### config.mk
export PLATFORM = sky130hd
export DESIGN_NAME = pcap_port
export DESIGN_NICKNAME = d
export VERILOG_FILES = /design/src/hw/pcap_pkg.sv /design/src/hw/pcap_cfg_ram.sv /design/src/hw/pcap_port.sv
export VERILOG_INCLUDE_DIRS = /design/src /design/src/hw
export SDC_FILE = /design/constraint.sdc
export NUM_CORES = 2
export LEC_CHECK = 0
export CORE_MARGIN = 5
export CORE_UTILIZATION = 45
export DETAILED_ROUTE_END_ITERATION = 6
export DONT_BUFFER_PORTS = 1
export GPL_ROUTABILITY_DRIVEN = 0
export SYNTH_ARGS = -nofsm -noshare
export SYNTH_HDL_FRONTEND = slang
export SYNTH_SLANG_ARGS = --single-unit
### constraint.sdc
create_clock -name clk -period 18.8 [get_ports clk]
set_input_delay 3.76 -clock clk [delete_from_list [all_inputs] [get_ports clk]]
set_output_delay 3.76 -clock clk [all_outputs]
set_load 0.01 [all_outputs]
### src/hw/pcap_map.svh
// Register offsets, field positions, reset values and timing counts of the configuration access port
`ifndef PCAP_MAP_SVH
`define PCAP_MAP_SVH
`define PCAP_ADDR_PORT     16'h0cf8
`define PCAP_DATA_PORT     16'h0cfc
`define PCAP_ADDR_RESET    32'h0000_0000
`define PCAP_DATA_RESET    32'h0000_0000
`define PCAP_WMASK         32'h80ff_fffc
`define PCAP_EN_BIT        31
`define PCAP_BUS_HI        23
`define PCAP_BUS_LO        16
`define PCAP_DEV_HI        15
`define PCAP_DEV_LO        11
`define PCAP_FN_HI         10
`define PCAP_FN_LO         8
`define PCAP_REG_HI        7
`define PCAP_REG_LO        2
`define PCAP_BRIDGE_DEV    5'h00
`define PCAP_BRIDGE_FN     3'h0
`define PCAP_CMD_IORD      4'h2
`define PCAP_CMD_IOWR      4'h3
`define PCAP_CMD_CFGRD     4'ha
`define PCAP_CMD_CFGWR     4'hb
`define PCAP_DEVSEL_WAIT   8'h05
`endif

### src/hw/pcap_pkg.sv
// Types shared by the configuration access port
package pcap_pkg;
    typedef enum logic [2:0] {
        PCAP_IDLE = 3'b000,
        PCAP_ADDR = 3'b001,
        PCAP_DATA = 3'b010,
        PCAP_DONE = 3'b011,
        PCAP_LOCAL = 3'b100
    } pcap_state_e;
    typedef logic [31:0] pcap_word_t;
endpackage

### src/hw/pcap_cfg_ram.sv
// Configuration register space of the host bridge itself
`timescale 1ns/1ps
module pcap_cfg_ram #(
    parameter int DEPTH = 64
) (
    input  wire logic        clk,
    input  wire logic        ce,
    input  wire logic        we,
    input  wire logic [5:0]  addr,
    input  wire logic [31:0] wdata,
    input  wire logic [3:0]  be,
    output logic      [31:0] rdata
);
    initial begin
        if (DEPTH != 64) $error("pcap_cfg_ram: depth must be 64");
    end
    logic [31:0] mem [DEPTH];
    // Byte-lane write, registered read
    always_ff @(posedge clk) begin
        if (ce) begin
            for (int i = 0; i < 4; i++) begin
                if (we && be[i]) mem[addr][8*i +: 8] <= wdata[8*i +: 8];
            end
            rdata <= mem[addr];
        end
    end
endmodule // pcap_cfg_ram

### src/hw/pcap_port.sv
// Configuration address/data port that turns processor I/O cycles into PCI cycles
`timescale 1ns/1ps
`include "pcap_map.svh"
module pcap_port #(
    parameter int WAIT_MAX = 8
) (
    input  wire logic        clk,
    input  wire logic        rst,
    input  wire logic        clkEn,
    input  wire logic        ioReq,
    input  wire logic        ioWrite,
    input  wire logic [15:0] ioAddr,
    input  wire logic [3:0]  ioByteEn,
    input  wire logic [31:0] ioWdata,
    output logic      [31:0] ioRdata,
    output logic             ioAck,
    output logic             busy,
    output logic      [31:0] adOut,
    output logic             adOe,
    input  wire logic [31:0] adIn,
    output logic      [3:0]  cbeOut,
    output logic             frameN,
    output logic             irdyN,
    input  wire logic        trdyN,
    input  wire logic        devselN,
    output logic      [31:0] cfgAddrOut
);
    initial begin
        if (WAIT_MAX < 2 || WAIT_MAX > 255) $error("pcap_port: WAIT_MAX out of range");
    end

    // ==========================================================
    // Pin synchronisers
    logic [1:0] trdySync_ff;
    logic [1:0] devselSync_ff;
    logic [31:0] adSync1_ff;
    logic [31:0] adSync2_ff;
    always_ff @(posedge clk or posedge rst) begin
        if (rst) begin
            trdySync_ff   <= 2'h3;
            devselSync_ff <= 2'h3;
            adSync1_ff    <= 32'h0;
            adSync2_ff    <= 32'h0;
        end else if (clkEn) begin
            trdySync_ff   <= {trdySync_ff[0], trdyN};
            devselSync_ff <= {devselSync_ff[0], devselN};
            adSync1_ff    <= adIn;
            adSync2_ff    <= adSync1_ff;
        end
    end
    // AD and ready share the same two-flop lag, so read data and ready line up
    wire trdyS   = trdySync_ff[1];
    wire devselS = devselSync_ff[1];

    // ==========================================================
    // Address decode
    logic [31:0] cfgAddr_ff;
    logic [31:0] cfgData_ff;
    pcap_pkg::pcap_state_e state_ff, nxt_state;
    wire         idle      = (state_ff == pcap_pkg::PCAP_IDLE);
    wire         take      = ioReq && idle;
    wire         hitAddr   = (ioAddr == `PCAP_ADDR_PORT);
    wire         hitData   = (ioAddr == `PCAP_DATA_PORT);
    wire         fullWord  = (ioByteEn == 4'hf);
    wire         cfgEn     = cfgAddr_ff[`PCAP_EN_BIT];
    wire [7:0]   busNum    = cfgAddr_ff[`PCAP_BUS_HI:`PCAP_BUS_LO];
    wire [4:0]   devNum    = cfgAddr_ff[`PCAP_DEV_HI:`PCAP_DEV_LO];
    wire [2:0]   fnNum     = cfgAddr_ff[`PCAP_FN_HI:`PCAP_FN_LO];
    wire [5:0]   regIdx    = cfgAddr_ff[`PCAP_REG_HI:`PCAP_REG_LO];
    wire         busZero   = (busNum == 8'h00);
    wire         toBridge  = busZero && devNum == `PCAP_BRIDGE_DEV;
    wire         bridgeFn  = toBridge && fnNum == `PCAP_BRIDGE_FN;
    wire         addrLoad  = take && hitAddr && fullWord && ioWrite;
    wire         addrRead  = take && hitAddr && fullWord && !ioWrite;
    wire         cfgAccess = take && hitData && cfgEn;
    wire         localCfg  = cfgAccess && bridgeFn;
    wire         pciCfg    = cfgAccess && !toBridge;
    wire         deadCfg   = cfgAccess && toBridge && !bridgeFn;
    // Narrow address-port and disabled data-port accesses become I/O cycles
    wire         pciIo     = take && ((hitAddr && !fullWord) || (hitData && !cfgEn) ||
                                      (!hitAddr && !hitData));

    // ==========================================================
    // Address phase word for the two cycle types
    // Only devices 0 to 20 own a select line; a higher device number selects nobody
    wire [31:0] devSelOneHot = (devNum < 5'h15) ? (32'h0000_0800 << devNum) : 32'h0;
    wire [31:0] type0Word = devSelOneHot | {21'h0, fnNum, regIdx, 2'b00};
    wire [31:0] type1Word = {8'h00, busNum, devNum, fnNum, regIdx, 2'b01};
    wire [31:0] cfgAddrWord = busZero ? type0Word : type1Word;
    wire [3:0]  cfgCmd = ioWrite ? `PCAP_CMD_CFGWR : `PCAP_CMD_CFGRD;
    wire [3:0]  ioCmd  = ioWrite ? `PCAP_CMD_IOWR : `PCAP_CMD_IORD;

    // ==========================================================
    // Bridge-local configuration space
    logic [31:0] ramRdata;
    // Read data comes out of a register, so a local read answers two cycles after the take
    pcap_cfg_ram #(.DEPTH(64)) u_ram (
        .clk   (clk),
        .ce    (clkEn && localCfg),
        .we    (ioWrite),
        .addr  (regIdx),
        .wdata (ioWdata),
        .be    (ioByteEn),
        .rdata (ramRdata)
    );

    // ==========================================================
    // Cycle sequencer
    logic        write_ff;
    logic [7:0]  wait_ff;
    logic [31:0] rdata_ff;
    logic        ack_ff;
    logic [31:0] ad_ff;
    logic        adOe_ff;
    logic [3:0]  cbe_ff;
    logic        frame_ff;
    logic        irdy_ff;
    logic [3:0]  be_ff;
    logic [31:0] wdata_ff;
    // An absent target would stall the processor, so the wait count ends the cycle as a master abort
    wire         timeout = (wait_ff == 8'(WAIT_MAX));
    wire         gotTrdy = !trdyS;
    always_comb begin
        nxt_state = state_ff;
        unique case (state_ff)
            pcap_pkg::PCAP_IDLE:  if (pciCfg || pciIo) nxt_state = pcap_pkg::PCAP_ADDR;
                                  else if (localCfg) nxt_state = pcap_pkg::PCAP_LOCAL;
            pcap_pkg::PCAP_ADDR:  nxt_state = pcap_pkg::PCAP_DATA;
            pcap_pkg::PCAP_DATA:  if (gotTrdy || timeout) nxt_state = pcap_pkg::PCAP_DONE;
            pcap_pkg::PCAP_DONE:  nxt_state = pcap_pkg::PCAP_IDLE;
            pcap_pkg::PCAP_LOCAL: nxt_state = pcap_pkg::PCAP_IDLE;
            default:              nxt_state = pcap_pkg::PCAP_IDLE;
        endcase
    end

    // Configuration address register; reserved bits masked on load
    always_ff @(posedge clk or posedge rst) begin
        if (rst) begin
            cfgAddr_ff <= `PCAP_ADDR_RESET;
        end else if (clkEn && addrLoad) begin
            cfgAddr_ff <= ioWdata & `PCAP_WMASK;
        end
    end

    // Data window holds the last configuration write word or the last word read over PCI or from local space
    always_ff @(posedge clk or posedge rst) begin
        if (rst) begin
            cfgData_ff <= `PCAP_DATA_RESET;
        end else if (clkEn) begin
            if (cfgAccess && ioWrite) cfgData_ff <= ioWdata;
            else if (state_ff == pcap_pkg::PCAP_DATA && gotTrdy && !write_ff && adOe_ff == 1'b0)
                cfgData_ff <= adSync2_ff;
            else if (state_ff == pcap_pkg::PCAP_LOCAL && !write_ff) cfgData_ff <= ramRdata;
        end
    end

    // Bus phase outputs; a master abort returns all ones as PCI does
    always_ff @(posedge clk or posedge rst) begin
        if (rst) begin
            state_ff <= pcap_pkg::PCAP_IDLE;
            write_ff <= 1'b0;
            wait_ff  <= 8'h00;
            rdata_ff <= 32'h0;
            ack_ff   <= 1'b0;
            ad_ff    <= 32'h0;
            adOe_ff  <= 1'b0;
            cbe_ff   <= 4'hf;
            frame_ff <= 1'b1;
            irdy_ff  <= 1'b1;
            be_ff    <= 4'h0;
            wdata_ff <= 32'h0;
        end else if (clkEn) begin
            state_ff <= nxt_state;
            ack_ff   <= 1'b0;
            unique case (state_ff)
                pcap_pkg::PCAP_IDLE: begin
                    write_ff <= ioWrite;
                    be_ff    <= ioByteEn;
                    wdata_ff <= ioWdata;
                    wait_ff  <= 8'h00;
                    if (addrLoad) ack_ff <= 1'b1;
                    if (addrRead) begin
                        rdata_ff <= cfgAddr_ff;
                        ack_ff   <= 1'b1;
                    end
                    if (deadCfg) begin
                        rdata_ff <= 32'hffff_ffff;
                        ack_ff   <= 1'b1;
                    end
                    if (pciCfg || pciIo) begin
                        ad_ff    <= pciCfg ? cfgAddrWord : {16'h0, ioAddr};
                        cbe_ff   <= pciCfg ? cfgCmd : ioCmd;
                        adOe_ff  <= 1'b1;
                        frame_ff <= 1'b0;
                    end
                end
                pcap_pkg::PCAP_ADDR: begin
                    frame_ff <= 1'b1;
                    irdy_ff  <= 1'b0;
                    cbe_ff   <= ~be_ff;
                    ad_ff    <= wdata_ff;
                    adOe_ff  <= write_ff;
                end
                pcap_pkg::PCAP_DATA: begin
                    wait_ff <= wait_ff + 8'h01;
                    if (gotTrdy || timeout) begin
                        irdy_ff  <= 1'b1;
                        adOe_ff  <= 1'b0;
                        cbe_ff   <= 4'hf;
                        rdata_ff <= gotTrdy ? adSync2_ff : 32'hffff_ffff;
                    end
                end
                pcap_pkg::PCAP_DONE: begin
                    ack_ff <= 1'b1;
                end
                pcap_pkg::PCAP_LOCAL: begin
                    rdata_ff <= ramRdata;
                    ack_ff   <= 1'b1;
                end
                default: ;
            endcase
        end
    end

    // ==========================================================
    // Output drive
    assign ioRdata    = rdata_ff;
    assign ioAck      = ack_ff;
    assign busy       = !idle;
    assign adOut      = ad_ff;
    assign adOe       = adOe_ff;
    assign cbeOut     = cbe_ff;
    assign frameN     = frame_ff;
    assign irdyN      = irdy_ff;
    assign cfgAddrOut = cfgAddr_ff;

    // ==========================================================
    // Checks
    // Target decode is not waited for; a missing target ends by timeout as a master abort
    wire unusedDevsel = devselS;
    a_addr_reserved_zero: assert property (@(posedge clk) disable iff (rst)
        (cfgAddr_ff & ~`PCAP_WMASK) == 32'h0)
        else $error("reserved address bits set");
    a_addr_readback: assert property (@(posedge clk) disable iff (rst)
        clkEn && addrRead |=> ioAck && ioRdata == $past(cfgAddr_ff))
        else $error("address read returned wrong word");
    a_narrow_no_load: assert property (@(posedge clk) disable iff (rst)
        clkEn && take && hitAddr && !fullWord |=> $stable(cfgAddr_ff))
        else $error("narrow write changed address register");
    a_dword_load: assert property (@(posedge clk) disable iff (rst)
        clkEn && addrLoad |=> cfgAddr_ff == ($past(ioWdata) & `PCAP_WMASK))
        else $error("dword write not loaded");
    a_io_forward: assert property (@(posedge clk) disable iff (rst)
        clkEn && pciIo |=> !frameN && adOut == {16'h0, $past(ioAddr)})
        else $error("I/O cycle address wrong");
    a_type0_onehot: assert property (@(posedge clk) disable iff (rst)
        clkEn && pciCfg && busZero |=> $onehot(ad_ff[31:11]) && ad_ff[1:0] == 2'b00)
        else $error("type 0 select not one-hot");
    a_type1_fields: assert property (@(posedge clk) disable iff (rst)
        clkEn && pciCfg && !busZero |=> ad_ff[23:16] == $past(busNum) && ad_ff[15:11] == $past(devNum)
        && ad_ff[1:0] == 2'b01)
        else $error("type 1 fields wrong");
    a_disabled_is_io: assert property (@(posedge clk) disable iff (rst)
        clkEn && take && hitData && !cfgEn |=> !frameN && cbeOut[3:1] == 3'b001)
        else $error("disabled data access not I/O");
    a_blocked_no_cfg: assert property (@(posedge clk) disable iff (rst)
        clkEn && take && !cfgEn |=> cbeOut[3:1] != 3'b101)
        else $error("config cycle while disabled");
    a_bridge_no_pci: assert property (@(posedge clk) disable iff (rst)
        clkEn && cfgAccess && toBridge |=> frameN)
        else $error("bridge access reached PCI");
    a_cfg_cmd_enabled: assert property (@(posedge clk) disable iff (rst)
        clkEn && pciCfg |=> !frameN && cbeOut[3:1] == 3'b101)
        else $error("config command wrong");
    a_read_releases_ad: assert property (@(posedge clk) disable iff (rst)
        clkEn && state_ff == pcap_pkg::PCAP_ADDR && !write_ff |=> !adOe)
        else $error("read data phase drives AD");
    a_abort_ones: assert property (@(posedge clk) disable iff (rst)
        clkEn && deadCfg |=> ioAck && ioRdata == 32'hffff_ffff)
        else $error("other function not refused");
    a_local_ack: assert property (@(posedge clk) disable iff (rst)
        clkEn && localCfg ##1 clkEn |=> ioAck)
        else $error("local access not acknowledged");
    c_type0: cover property (@(posedge clk) disable iff (rst) pciCfg && busZero);
    c_type1: cover property (@(posedge clk) disable iff (rst) pciCfg && !busZero);
    c_local: cover property (@(posedge clk) disable iff (rst) localCfg);
    c_io:    cover property (@(posedge clk) disable iff (rst) pciIo);
    c_dead:  cover property (@(posedge clk) disable iff (rst) deadCfg);
endmodule // pcap_port

==> results.md <==
* Status: completed
* Die height at 460 um
* Synthesized-area fraction occupied by adder cells at 0.000275
* Clock sinks at 2289
* Worst slew pin tran at 1320 ps
* Post-CTS Setup Bufs at 0
* List of most frequent post-synthesis cells: 2080 x edfxtp_1, 373 x nor2_1, 302 x mux2_2
* Worst Path Required at 19270 ps
* Post-Syn Area at 0.0910 mm^2
* Largest family of logic cells by synthesized area: multiplexers
* Count of non-filler cells in the finished layout at 8071
* Nature of the critical path startpoint: input pin
* I/O pins at 196
* Clock insertion delay at the later pin of the skew report at 880 ps
* Worst path max stage delay at 1240 ps
* RR Startpoint: cfgAddrOut[2]$_DFFE_PP0P_
* Yosys cell types at 98
* Final ANT Viol Nets at 0
* Initial DRC Count at 8055
* Syn. warnings at 0
* Port bufs at 0
* Worst setup path start: ioAddr[15]
* Share of layout cells above drive strength 1 at 0.187
* Row Count at 165
* Wire per inst at 36.7 um
* Max Freq at 151 MHz
* Minimum clock period at 6630 ps
* Endpoints failing setup at 0
* DP HPWL at 177000 um
* Setup TNS Final at 0 ps
* FF+latch count, synth at 2289
* Post-synthesis async set-or-reset flop share at 0.0913
* Initial antenna violation count at 32
* Main synth FF type: edfxtp_1
* CTS Buf Count at 229
* Max-slew headroom at 0.120
* Initial DRT Pass Iterations at 7
* Largest net degree at the start of global routing at 100
* EDFF count, synth at 2080
* Post-Place Cells at 7633
* Total Power at 10.7 mW
* Post-synthesis mux area share at 0.0994
* Floorplan core area at 0.202 mm^2
* Unrepaired setup endpoints after global routing: no
* Die area at 0.211 mm^2
* Synth top area share at 0.686
* Worst Hold Launch: trdySync_ff[0]$_DFFE_PP1P_
* TritonCTS clock tree: built
* Grt total ovfl at 0
* Worst min path class: flop to flop
* Cts repair resizes at 0
* Clk root buf: clkbuf_16
* Simple-gate share of the synthesized area at 0.0472
* Vias at 52679
* WL final at 296000 um
* Critical path type: input pin to flop
* Die X-Extent at 460 um
* Count leader, synth: edfxtp_1
* Final Max Slew Viols at 0
* Sequential area share after synthesis at 0.744
* Leakage at 31.2 nW
* PD cells at 107 mW/mm^2
* Hold buffers post-CTS at 0
* First-pass GRT wire length at 408000 um
* Synthesis-to-layout area growth at 10.5%
* Longest Clk Path Bufs at 3
* Crit. End Element: flop
* Complex-gate fraction of the synthesized area at 0.0861
* Crit path cell chain: and4bb_2 > and4_2 > and4_1 > nand4_4 > nor2_1
* Worst-path clk slew at 60 ps
* H-tree depth at 4
* WP data arrival at 7100 ps
* Worst path bufs/invs at 0
* Crit share post-route at 0.353
* VDD IR max at 77.1 uV
* Global Route Usage Sum at 0.275
* Main area contributors after synthesis: edfxtp_1 69%, dfrtp_1 5.5%, mux4_2 4.2%
* Synth Instances at 5247
* Yosys top cell by area: edfxtp_1
* Crit path max-delay cell type: nor2_1
* CP top delay family: simple AND/OR/NAND/NOR gates
* Fin nets at 5285
* Xor/xnor share of the synthesized area at 0
* Syn Area/Cell at 17.4 um^2
* DR vias/cell at 6.53
* Worst clock skew at 32.5 ps
* DRC at 0
* Effective utilization at floorplan at 0.451
* Crit-path max FO at 64
* Final Hold Vio Count at 0
* Vias in the first global route at 50900
* Max Cap Violations at 0
==> cell families (layout without fill, tap and decap cells) <==
family                   count (synthesis)  in the layout
other                                    1             33
buffers and inverters                  408            528
multiplexers                           655            655
adder cells (fa/ha/maj)                  2              2
flip-flops                            2289           2289
AND/OR/NAND/NOR                        877            877
AO/OA/AOI/OAI                         1015           1015
==> routing by layer <==
layer  global-route usage  wire length, um  vias up
met2                0.401           129000     3582
met5                    0              179        -
li1                     -                -    21137
met1                0.372           112000    27294
met4                0.137            16400       24
met3               0.0903            38600      642
==> tightest hold or removal path: cells and delay by family (launching register included) <==
| kind | cells | cell delay [ps] |
|---|---|---|
| DFF | 1 | 360 |
| AOI/OAI and AO/OA | 1 | 70 |
| and+or+nand+nor | 1 | 50 |
==> stage by stage <==
stage	hold slack [ps]	instance area, um^2	worst slack (ps)	util
floorplan	465	91100	9340	-
global placement	477	93300	11410	0.463
detailed placement	481	93300	11350	0.463
CTS	489	101000	12270	0.499
global route	500	101000	12070	0.499
finish	486	101000	12170	0.499
==> sequential cells by signal, summed over array words and instances (netlist names) <==
| name | cells |
|---|---|
| adOe | 1 |
| adOut | 32 |
| adSync1_ff | 32 |
| adSync2_ff | 32 |
| be_ff | 4 |
| cbeOut | 4 |
| cfgAddrOut | 23 |
| frameN | 1 |
| ioAck | 1 |
| ioRdata | 32 |
| irdyN | 1 |
| state_ff | 3 |
| trdySync_ff | 2 |
| u_ram.mem | 2048 |
| u_ram.rdata | 32 |
| wait_ff | 8 |
| wdata_ff | 32 |
| write_ff | 1 |
==> layout by cell type (no fill, tap or decap), types with 17 or more instances in the layout <==
cell,instances
clkinv_1,58
a2bb2oi_2,30
o22a_1,29
nor2_1,365
o2bb2ai_1,21
a2bb2oi_1,20
nand2b_1,19
nand4_1,32
a221o_1,50
nand3b_1,23
a22oi_1,174
clkbuf_1,48
o21ai_0,106
a31oi_1,31
diode_2,24
clkbuf_16,230
bufinv_16,17
edfxtp_1,2080
a211oi_1,29
nand2_1,231
a22o_1,31
dfrtp_1,198
o22ai_1,63
a221oi_1,196
mux2i_1,184
mux2_2,302
mux4_2,169
nand3_1,33
buf_4,92
a21oi_1,108
clkinv_2,34
==> cell type report <==
| type | instances | area, um^2 |
|---|---|---|
| Sequential cell | 2289 | 67700 |
| Inverter | 18 | 86.3 |
| Timing Repair Buffer | 96 | 771 |
| Fill cell | 16381 | 101000 |
| Antenna cell | 24 | 60.1 |
| Multi-Input combinational cell | 2558 | 21400 |
| Clock inverter | 130 | 1210 |
| Clock buffer | 284 | 6020 |
| Tap cell | 2672 | 3340 |
==> power by group <==
group	leakage, nW	switching [mW]	total (mW)	internal (mW)
clock network	3.52	1.96	4.46	2.50
logic	6.50	0.197	0.404	0.207
registers	21.2	0.175	5.87	5.69
total	31.2	2.33	10.7	8.40
==> worst paths after layout <==
check / to / slack, ps / cells past startpoint
max in group asynchronous: wdata_ff[12]$_DFFE_PP0P_ / 13990 / 3
worst max-delay path: u_ram.mem[54][27]$_DFFE_PP_ / 12170 / 5
worst max register to register: u_ram.rdata[0]$_DFFE_PP_ / 12470 / 8
worst min register to register: trdySync_ff[1]$_DFFE_PP1P_ / 490 / 2
worst min-delay path: trdySync_ff[1]$_DFFE_PP1P_ / 490 / 2
min in group asynchronous: ioRdata[25]$_DFFE_PP0P_ / 2850 / 1
Note: power is estimated with default switching activity, not from simulation.
